## src/hdl/mem_map_map.svh

```systemverilog
// Offsets, field positions, reset values and options of the map registers
`ifndef MEM_MAP_MAP_SVH
`define MEM_MAP_MAP_SVH

// Register indices; the byte address on the bus is four times the index
`define RAM_POS_IDX 8'h10
`define REG_POS_IDX 8'h11
`define EE_POS_IDX 8'h12
`define MISC_IDX 8'h13

// Field positions
`define POS_MSB 7
`define POS_LSB 3
`define RAM_HAL_BIT 0
`define EE_ON_BIT 0
`define STR_MSB 3
`define STR_LSB 2
`define ROM_HM_BIT 1
`define ROM_ON_BIT 0

// Writable bits of each register
`define RAM_POS_MASK 8'hf9
`define REG_POS_MASK 8'h78
`define EE_POS_MASK 8'hf9
`define MISC_MASK 8'h0f

// Reset values
`define RAM_POS_RST 8'h09
`define REG_POS_RST 8'h00
`define EE_POS_RST 8'h00
`define MISC_RST 8'h0d
`define MISC_RST_TEST 8'h0c

// 1: EEPROM position bits are write-once outside special modes
`define EE_POS_WRITE_ONCE 1'b0

// Example array geometry used by the decode outputs
`define RAM_REGION_MSB 13
`define RAM_LOW_LIMIT 14'h3000
`define RAM_HIGH_START 14'h1000

`endif

```

## src/hdl/mem_map_pkg.sv

```systemverilog
// Types shared by the memory map position control block
package mem_map_pkg;

    typedef enum logic [2:0] {
        mode_single_chip = 3'h0,
        mode_expanded = 3'h1,
        mode_emulation = 3'h2,
        mode_peripheral = 3'h3,
        mode_special_single = 3'h4,
        mode_special_expanded = 3'h5,
        mode_special_test = 3'h6
    } op_mode_t;

    typedef enum logic [3:0] {
        sel_ram = 4'h1,
        sel_reg = 4'h2,
        sel_ee = 4'h4,
        sel_misc = 4'h8
    } reg_sel_t;

endpackage

```

## src/hdl/memory_map_position_control.sv

```systemverilog
// Map position registers over APB with decode of the resulting map
//
// The APB slave port was left to the implementer.
`timescale 1ns/1ps
`default_nettype none
`include "mem_map_map.svh"

module memory_map_position_control
    import mem_map_pkg::*;
(
    input wire logic clk, // 40 MHz core clock
    input wire logic rst, // Synchronous reset, active high
    input wire op_mode_t op_mode, // Operating mode
    input wire logic psel, // APB select
    input wire logic penable, // APB enable
    input wire logic pwrite, // APB direction
    input wire logic [7:0] paddr, // APB byte address
    input wire logic [31:0] pwdata, // APB write data
    output logic [31:0] prdata, // APB read data
    output logic pready, // APB ready
    output logic pslverr, // APB error on unmapped address
    output logic [4:0] ram_base_bits, // RAM base address [15:11]
    output logic ram_high_align, // RAM aligned high in region
    output logic [4:0] reg_base_bits, // Register base address [15:11]
    output logic [4:0] nv_array_base_bits, // EEPROM base address [15:11]
    output logic nv_array_map_enable, // EEPROM present in map
    output logic [1:0] external_stretch_count, // Stretch cycles in use
    output logic program_store_upper_half_only, // Lower fixed pages off
    output logic program_store_map_enable, // Flash present in map
    input wire logic [15:0] probe_addr, // Address to decode
    output logic ram_hit, // Address falls in RAM
    output logic reg_hit, // Address falls in register block
    output logic nv_hit, // Address falls in EEPROM
    output logic prog_hit // Address falls in flash
);

    logic [7:0] ram_pos_q;
    logic [7:0] reg_pos_q;
    logic [7:0] ee_pos_q;
    logic [7:0] misc_q;
    logic ram_lock_q;
    logic reg_lock_q;
    logic ee_lock_q;
    logic [2:0] misc_lock_q;
    logic special;
    logic once_mode;
    logic wr_en;
    logic rd_setup;
    logic mapped;
    reg_sel_t sel;
    logic [7:0] rd_byte;
    logic [13:0] ram_off;

    assign special = (op_mode == mode_special_single) ||
                     (op_mode == mode_special_expanded) ||
                     (op_mode == mode_special_test) ||
                     (op_mode == mode_peripheral);
    assign once_mode = !special;

    // Index held in the low bits of the word address
    always_comb begin
        sel = sel_ram;
        mapped = 1'b1;
        case (paddr[7:2])
            6'(`RAM_POS_IDX): sel = sel_ram;
            6'(`REG_POS_IDX): sel = sel_reg;
            6'(`EE_POS_IDX): sel = sel_ee;
            6'(`MISC_IDX): sel = sel_misc;
            default: mapped = 1'b0;
        endcase
        if (paddr[1:0] != 2'b00) begin
            mapped = 1'b0;
        end
    end

    // Zero-wait slave: every access completes in its first access cycle
    assign pready = 1'b1;
    assign pslverr = psel && penable && !mapped;
    assign wr_en = psel && penable && pwrite && mapped;
    assign rd_setup = psel && !penable && !pwrite;

    always_comb begin
        rd_byte = 8'h00;
        case (sel)
            sel_ram: rd_byte = ram_pos_q;
            sel_reg: rd_byte = reg_pos_q;
            sel_ee: rd_byte = ee_pos_q;
            sel_misc: rd_byte = misc_q;
            default: rd_byte = 8'h00;
        endcase
        if (!mapped) begin
            rd_byte = 8'h00;
        end
    end

    // Captured in setup so read data comes from a flop
    always_ff @(posedge clk) begin
        if (rst) begin
            prdata <= 32'h0000_0000;
        end else if (rd_setup) begin
            prdata <= {24'h00_0000, rd_byte};
        end
    end

    always_ff @(posedge clk) begin
        if (rst) begin
            ram_pos_q <= `RAM_POS_RST;
            ram_lock_q <= 1'b0;
        end else if (wr_en && sel == sel_ram &&
                     !(once_mode && ram_lock_q)) begin
            ram_pos_q <= pwdata[7:0] & `RAM_POS_MASK;
            ram_lock_q <= once_mode;
        end
    end

    always_ff @(posedge clk) begin
        if (rst) begin
            reg_pos_q <= `REG_POS_RST;
            reg_lock_q <= 1'b0;
        end else if (wr_en && sel == sel_reg &&
                     !(once_mode && reg_lock_q)) begin
            reg_pos_q <= pwdata[7:0] & `REG_POS_MASK;
            reg_lock_q <= once_mode;
        end
    end

    // Enable bit is never locked; position bits only when configured so
    always_ff @(posedge clk) begin
        if (rst) begin
            ee_pos_q <= `EE_POS_RST;
            ee_lock_q <= 1'b0;
        end else if (wr_en && sel == sel_ee) begin
            ee_pos_q[`EE_ON_BIT] <= pwdata[`EE_ON_BIT];
            if (!(`EE_POS_WRITE_ONCE && once_mode && ee_lock_q)) begin
                ee_pos_q[`POS_MSB:`POS_LSB] <=
                    pwdata[`POS_MSB:`POS_LSB];
                ee_lock_q <= `EE_POS_WRITE_ONCE && once_mode;
            end
        end
    end

    // Bits 7:4 of the reset value hold zero and never change
    always_ff @(posedge clk) begin
        if (rst) begin
            misc_lock_q <= 3'b000;
            if (op_mode == mode_special_test) begin
                misc_q <= `MISC_RST_TEST;
            end else begin
                misc_q <= `MISC_RST;
            end
        end else if (wr_en && sel == sel_misc) begin
            if (!(once_mode && misc_lock_q[2])) begin
                misc_q[`STR_MSB:`STR_LSB] <=
                    pwdata[`STR_MSB:`STR_LSB];
                misc_lock_q[2] <= once_mode;
            end
            if (!(once_mode && misc_lock_q[1])) begin
                misc_q[`ROM_HM_BIT] <= pwdata[`ROM_HM_BIT];
                misc_lock_q[1] <= once_mode;
            end
            if (!(once_mode && misc_lock_q[0])) begin
                misc_q[`ROM_ON_BIT] <= pwdata[`ROM_ON_BIT];
                misc_lock_q[0] <= once_mode;
            end
        end
    end

    // Map copies lag the registers by one cycle so a write never
    // changes decode in the cycle that performs it
    always_ff @(posedge clk) begin
        if (rst) begin
            ram_base_bits <= 5'(`RAM_POS_RST >> `POS_LSB);
            ram_high_align <= 1'b1;
            reg_base_bits <= 5'h00;
            nv_array_base_bits <= 5'h00;
            nv_array_map_enable <= 1'b0;
            external_stretch_count <= 2'b00;
            program_store_upper_half_only <= 1'b0;
            program_store_map_enable <= 1'b0;
        end else begin
            ram_base_bits <= ram_pos_q[`POS_MSB:`POS_LSB];
            ram_high_align <= ram_pos_q[`RAM_HAL_BIT];
            reg_base_bits <= {1'b0, reg_pos_q[6:3]};
            nv_array_base_bits <= ee_pos_q[`POS_MSB:`POS_LSB];
            nv_array_map_enable <= ee_pos_q[`EE_ON_BIT];
            program_store_upper_half_only <= misc_q[`ROM_HM_BIT];
            program_store_map_enable <= misc_q[`ROM_ON_BIT];
            if (op_mode == mode_single_chip ||
                op_mode == mode_special_single ||
                op_mode == mode_peripheral) begin
                external_stretch_count <= 2'b00;
            end else begin
                external_stretch_count <=
                    misc_q[`STR_MSB:`STR_LSB];
            end
        end
    end

    // Decode of a probe address against the current map
    assign ram_off = probe_addr[`RAM_REGION_MSB:0];
    always_comb begin
        reg_hit = probe_addr[15:11] == reg_base_bits;
        ram_hit = 1'b0;
        if (probe_addr[15:14] == ram_base_bits[4:3]) begin
            if (ram_high_align) begin
                ram_hit = ram_off >= `RAM_HIGH_START;
            end else begin
                ram_hit = ram_off < `RAM_LOW_LIMIT;
            end
        end
        nv_hit = nv_array_map_enable &&
                 probe_addr[15:11] == nv_array_base_bits;
        prog_hit = program_store_map_enable &&
                   (probe_addr[15] || (probe_addr[14] &&
                    !program_store_upper_half_only));
        if (reg_hit) begin
            ram_hit = 1'b0;
            nv_hit = 1'b0;
            prog_hit = 1'b0;
        end else if (ram_hit) begin
            nv_hit = 1'b0;
            prog_hit = 1'b0;
        end else if (nv_hit) begin
            prog_hit = 1'b0;
        end
    end
endmodule
`default_nettype wire

```

## config.mk

```make
export PLATFORM = sky130hd
export DESIGN_NAME = memory_map_position_control
export DESIGN_NICKNAME = d
export VERILOG_FILES = /design/src/hdl/mem_map_pkg.sv /design/src/hdl/memory_map_position_control.sv
export VERILOG_INCLUDE_DIRS = /design/src /design/src/hdl
export SDC_FILE = /design/constraint.sdc
export NUM_CORES = 1
export LEC_CHECK = 0
export BUFFER_PORTS_ARGS = -buffer_cell sky130_fd_sc_hd__buf_4
export CAP_MARGIN = 20
export CORE_ASPECT_RATIO = 0.75
export CORE_MARGIN = 8
export CORE_UTILIZATION = 30
export DETAILED_ROUTE_END_ITERATION = 12
export GPL_ROUTABILITY_DRIVEN = 0
export PLACE_DENSITY = 0.54
export SYNTH_ARGS = -nofsm -noshare
export SYNTH_HDL_FRONTEND = slang
export SYNTH_SLANG_ARGS = --single-unit
```

## constraint.sdc

```tcl
create_clock -name clk -period 3.1 [get_ports clk]
set_input_delay 0.62 -clock clk [delete_from_list [all_inputs] [get_ports clk]]
set_output_delay 0.62 -clock clk [all_outputs]
set_load 0.03 [all_outputs]
```

==> results of run 1 <==
-- registers in the layout (all words and copies together), names as in the netlist, 2 cells and up --
name                    flops
ee_pos_q                    6
reg_base_bits               4
ram_pos_q                   6
reg_pos_q                   4
prdata                      8
nv_array_base_bits          5
external_stretch_count      2
misc_lock_q                 3
ram_base_bits               5
misc_q                      4
-- layout make-up --
class / count / area (um2)
multi-input cells: 181 / 1160
well taps: 105 / 131
inverters: 16 / 60.1
flip-flops and latches: 53 / 1100
fillers: 813 / 4910
clock buffers: 8 / 111
repair buffers: 63 / 473
-- routing by layer --
metal	vias up	wire length, um	GRT usage
met2	68	2450	0.147
li1	953	-	-
met3	5	584	0.0417
met5	-	0	0
met4	0	43	0.0280
met1	863	3150	0.151
-- power breakdown --
group          internal (mW)  switching [mW]
Sequential             0.697         0.00434
Clock                  0.231           0.222
Combinational         0.0560           0.110
Total                  0.984           0.337
-- worst reg2reg max path, stage by stage, from the launching register on --
cell and delay (ps):
dfxtp_1 330, a21oi_2 480, mux2_2 400
-- path summary, 6_finish.rpt --
kind	depth (start not counted)	slack, ps	endpoint	start
worst min-delay path	2	460	prdata[1]	prdata[1]
worst max-delay path	5	570	ram_hit	probe_addr[14]
worst min register to register	2	460	prdata[1]	prdata[1]
worst max register to register	2	1800	ram_pos_q[3]	ram_lock_q
-- cells by family after synthesis --
family	after synthesis	share of synthesized area
AND/OR/NAND/NOR	89	0.214
AO/OA/AOI/OAI	39	0.109
XOR/XNOR	9	0.0317
multiplexers	18	0.0735
flip-flops	53	0.443
buffers and inverters	53	0.125
other	2	0.00302
-- placed cells by master (no fill, tap or decap), drive strengths merged, types with 2 or more instances in the layout --
cell type	synthesis	layout
nor2	20	20
or2b	3	3
o21ai	7	7
nand3	4	4
nor2b	12	12
and4b	3	3
or2	4	4
clkbuf	9	8
xor2	7	7
mux2	2	2
nor4	3	3
conb	2	26
nand4	2	2
nand3b	2	2
a21o	8	8
nor3b	2	2
mux2i	16	16
dfxtp	49	49
nand2	13	13
buf	28	63
and2	2	2
nand2b	10	10
a2111o	3	3
or4b	2	2
inv	16	16
xnor2	2	2
edfxtp	4	4
a22oi	3	3
a21oi	11	11
nor3	2	2
-- cell usage after synthesis (all sizes together) (4+ instances only) --
library cell and count:
buf 28, inv 16, a21o 8, xor2 7, nand3 4, nand2b 10
nor2b 12, o21ai 7, nand2 13, nor2 20, mux2i 16, edfxtp 4
a21oi 11, clkbuf 9, or2 4, dfxtp 49
-- stage by stage --
stage          instances  power, mW
6_report             426       1.32
3_3_place_gp         418      0.881
4_1_cts              426       1.34
2_1_floorplan        287      0.847
3_5_place_dp         418      0.883
5_1_grt              426       1.38
==> summary.md, run 1 <==
| Metric | Value |
|---|---|
| DRT antenna net count | 0 |
| CP dominant cell by count | buf_4 |
| Post-CTS Repair Setup Buffers | 0 |
| GR Overflow Total | 0 |
| CTS Sinks | 53 |
| CP Capture Type | primary output |
| Pin count of the biggest net entering global routing | 48 |
| DIE WIDTH | 121 um |
| Drt initial violations | 99 |
| Gr usage total | 0.107 |
| Boundary Pins | 123 |
| Worst-margin pin slew | 712 ps |
| CTS clk-pin slew, worst paths | 90 ps |
| Worst-skew pair later-pin latency | 300 ps |
| Crit path max-delay family | compound AO/OA/AOI/OAI gates |
| PwrDens | 434 mW/mm2 |
| DP Area | 0.00293 mm2 |
| Slew margin rel. | 0.513 |
| CTS root buf | clkbuf_8 |
| CTS tree | built |
| Final hold vios | 0 |
| Synth Cell Area | 0.00249 mm2 |
| Final worst-path cycle share | 0.817 |
| # diodes | 0 |
| Final Util | 0.382 |
| H-tree depth | 2 |
| Critical path arrival | 1910 ps |
| Clk buf depth | 2 |
| Clock Skews | 4.98 ps |
| Main synth FF type | dfxtp_1 |
| PostCTS Resize Cnt | 0 |
| Pleak | 1.40 nW |
| Routed WL | 6.23 mm |
| Core area | 0.00795 mm2 |
| Crit-path max cell delay | 630 ps |
| Post-synth top area cell | dfxtp_1 |
| Setup_tns | 0 ps |
| Row count | 28 |
| Slowest cell on the critical path | a2111oi_0 |
| Crit-path cells | buf_4 -> xor2_1 -> a2111oi_0 -> nor2b_1 -> buf_4 |
| CTS Buf Count | 5 |
| Hold_ws | 460 ps |
| Proportion of layout cells with a drive suffix above 1 | 0.262 |
| Average cell area after synthesis | 9.45 um2 |
| Slew Viols, Final | 0 |
| Ys Warns | 0 |
| Pre-CTS WS | 531 ps |
| Drt first pass iters | 4 |
| CP bufs+invs | 2 |
| Die area | 0.0115 mm2 |
| Crit start category | input port |
| Post-synth EDFFs | 4 |
| Area delta synth->final | 22.3% |
| Antenna violations before repair | 0 |
| Crit path max fanout | 5 |
| Post-synth ARST share | 0 |
| HP Class | reg -> reg |
| Starting Density | 0.313 |
| Fin area | 0.00304 mm2 |
| RSZ-0062 raised after global routing | no |
| Register bit total from synthesis | 53 |
| Vias in the first global route | 1865 |
| Port Buffers | 61 |
| Main area contributors after synthesis | dfxtp_1, buf_4, mux2i_1 |
| Detailed-placement wirelength estimate | 4.85 mm |
| First-pass GRT wire length | 9.75 mm |
| Max_cap viols | 0 |
| Worst Slack Setup Final | 568 ps |
| Post-route DRC | 0 |
| Via count | 1889 |
| Final setup fails | 0 |
| F_max | 395 MHz |
| Die H | 94.8 um |
| Via-to-Cell Ratio | 4.43 |
| Distinct cells, synth | 46 |
| Proportion of synthesized chip area in sequential cells | 0.443 |
| Per-cell routed wire length | 14.6 um |
| Final worst path period need | 2530 ps |
| WP data required | 2480 ps |
| Cells after Synth | 263 |
| Nets | 384 |
| Critical path type | in -> out |
| Status | finished, final reports clean |
| Post-synth top area share | 0.395 |
| Peak VDD IR | 0.000165 V |
| Hold-fix buffers, CTS | 0 |
Power figures use the tool's default switching activity.
==> run 2: changes to the inputs <==
PLACE_DENSITY = 0.56   (was 0.54)
clock period = 2.21 ns   (was 3.1 ns; I/O delays follow)
==> run 2 against run 1 <==
  * Clock-buffer cell count shrank 3
  * Power grew 35%
  * Register-to-register slack lost 700 ps
  * Hold slack lost 76 ps
  * Clock power is 24% higher
  * Non-clock buffer count up 7
  * Sequential share of layout area shrank 0.60 points
  * First-iteration DRC count is 49% higher
  * Die area unchanged
  * Largest cell class unchanged
==> summary.md, run 2 (synthesized netlist as in run 1, its figures left out) <==
| Metric | Value |
|---|---|
| Status | finished, final reports clean |
| Pre-CTS WS | -93.3 ps (-624 ps) |
| Drt initial violations | 148 (+49%) |
| Worst reg2reg path depth | 3 (+1) |
| Fin area | 0.00309 mm2 (+1.7%) |
| Worst R2R End | prdata[6] |
| Cell internal pwr | 1.29 mW (+31%) |
| CP Capture Type | primary output |
| Number of flip-flops in the largest register | 8 (unchanged) |
| Worst R2R Setup Slack | 1100 ps (-700 ps) |
| Area delta synth->final | 24.4% |
| Drt first pass iters | 4 (unchanged) |
| Worst hold endpoint | ee_pos_q[0] |
| Worst r2r src | ram_pos_q[6] |
| Port Buffers | 61 (unchanged) |
| Clock Skews | 7.50 ps (+2.52 ps) |
| Starting Density | 0.313 (unchanged) |
| Worst-skew pair later-pin latency | 310 ps (about the same) |
| Antenna violations before repair | 0 (unchanged) |
| Register with the most flip-flops | prdata |
| DP Area | 0.00299 mm2 (+2.0%) |
| Register area | 0.00110 mm2 (unchanged) |
| Proportion of layout cells with a drive suffix above 1 | 0.290 (+0.0280) |
| CTS clk-pin slew, worst paths | 100 ps (about the same) |
| Gr usage total | 0.105 (-0.00223) |
| Fill count | 818 (+0.62%) |
| Pin count of the biggest net entering global routing | 48 (unchanged) |
| Most frequent cells in the layout | buf_4, dfxtp_1, conb_1 |
| Detailed-placement wirelength estimate | 4.89 mm (+0.79%) |
| Final worst-path cycle share | 0.960 |
| CTS Sinks | 53 (unchanged) |
| Per-cell routed wire length | 14.2 um (-2.7%) |
| Multi-input logic area | 0.00118 mm2 (+1.5%) |
| Boundary Pins | 123 (unchanged) |
| Row count | 28 (unchanged) |
| Peak VDD IR | 0.000306 V (+86%) |
| First-pass GRT wire length | 9.64 mm (-1.1%) |
| Switching power share of the total | 0.276 (+0.0207) |
| Final hold vios | 0 (unchanged) |
| Via-to-Cell Ratio | 4.35 (-1.9%) |
| Hold_ws | 384 ps (-76.5 ps) |
| CTS Buf Count | 5 (unchanged) |
| Final setup fails | 0 (unchanged) |
| Clock power share | 0.314 (-0.029) |
| Most common cell after layout, fill and taps aside | buf_4 |
| Pleak | 1.43 nW (+2.4%) |
| DRT antenna net count | 0 (unchanged) |
| Vias in the first global route | 1876 (+0.59%) |
| Biggest regs | prdata x8, ee_pos_q x6, ram_pos_q x6 |
| Sw power | 0.491 mW (+46%) |
| H-tree depth | 2 (unchanged) |
| Core area | 0.00795 mm2 (unchanged) |
| Die area | 0.0115 mm2 (unchanged) |
| Final worst path period need | 2120 ps |
| Nets | 391 (+1.8%) |
| Logic pwr share | 0.134 (+0.008) |
| DIE WIDTH | 121 um (unchanged) |
| CTS root buf | clkbuf_8 |
| Routed WL | 6.16 mm (-1.1%) |
| Crit start category | register |
| HP Class | in -> reg |
| Crit path max fanout | 2 (-3) |
| PwrDens | 576 mW/mm2 (+33%) |
| # diodes | 0 (unchanged) |
| Hold Path Stages | 3 (+1) |
| Post-CTS Repair Setup Buffers | 0 (unchanged) |
| Slew Viols, Final | 0 (unchanged) |
| Critical path arrival | 1680 ps (-230 ps) |
| F_max | 471 MHz |
| GR Overflow Total | 0 (unchanged) |
| Part of the power in registers | 0.552 (+0.021) |
| Worst Min Path Start | pwdata[0] |
| Post-route DRC | 0 (unchanged) |
| Worst Slack Setup Final | 87.9 ps (-480 ps) |
| Die H | 94.8 um (unchanged) |
| CTS tree | built |
| Clk buf depth | 2 (unchanged) |
| Crit. Startpoint | nv_array_base_bits[1] |
| Critical path type | reg -> out |
| WP data required | 1770 ps (-710 ps) |
| Max_cap viols | 0 (unchanged) |
| RSZ-0062 raised after global routing | no |
| Hold-fix buffers, CTS | 0 (unchanged) |
| Via count | 1884 (-0.26%) |
==> run 2: timing repair <==
item                                   CTS  global route
gates resized for setup                  0             3
setup endpoints to repair                0             2
endpoints found under the hold margin    0             0
==> run 2: through the flow <==
step           power (mW)  TNS [ps]   util  cells
2_1_floorplan        1.19     -59.1      -    287
3_3_place_gp         1.24      -135  0.376    425
3_5_place_dp         1.24      -237  0.376    425
4_1_cts              1.80         0  0.387    433
5_1_grt              1.86         0  0.389    433
6_report             1.78         0  0.389    433
==> run 2: final cells by class <==
cell class                 instances  share of cell area
clock buffer                       5              0.0223
clock inverter                     3             0.00769
inverter                          16              0.0194
multi-input combinational        181               0.382
sequential                        53               0.356
tap                              105              0.0425
timing repair buffer              70               0.170
==> run 2: worst max path at each step <==
| stage | endpoint | slack, ps | depth (start not counted) |
|---|---|---|---|
| after floorplan | nv_hit | -60 | 4 |
| after global placement | ee_pos_q[0] | -60 | 5 |
| after detailed placement | ee_pos_q[0] | -90 | 5 |
| after CTS | nv_hit | 40 | 5 |
| after global routing | prog_hit | 5 | 5 |
| final | nv_hit | 90 | 5 |
==> run 2: worst max-delay path, stage by stage (launching register included) <==
cell and delay [ps]:
dfxtp_1 340, xor2_1 140, nor4_1 320, and3_1 240, nor3b_2 160, buf_4 180
==> run 2: layer usage <==
metal,routed length (um),global-route usage
met5,0,0
met4,54,0.0311
met3,622,0.0364
met2,2370,0.140
met1,3110,0.153
==> run 2: power by group through the flow <==
stage	combinational (mW)	clock [mW]	sequential (mW)
floorplan	0.176	0	1.01
global placement	0.234	0	1.01
detailed placement	0.236	0	1.01
CTS	0.237	0.581	0.984
global route	0.257	0.619	0.985
finish	0.239	0.560	0.983
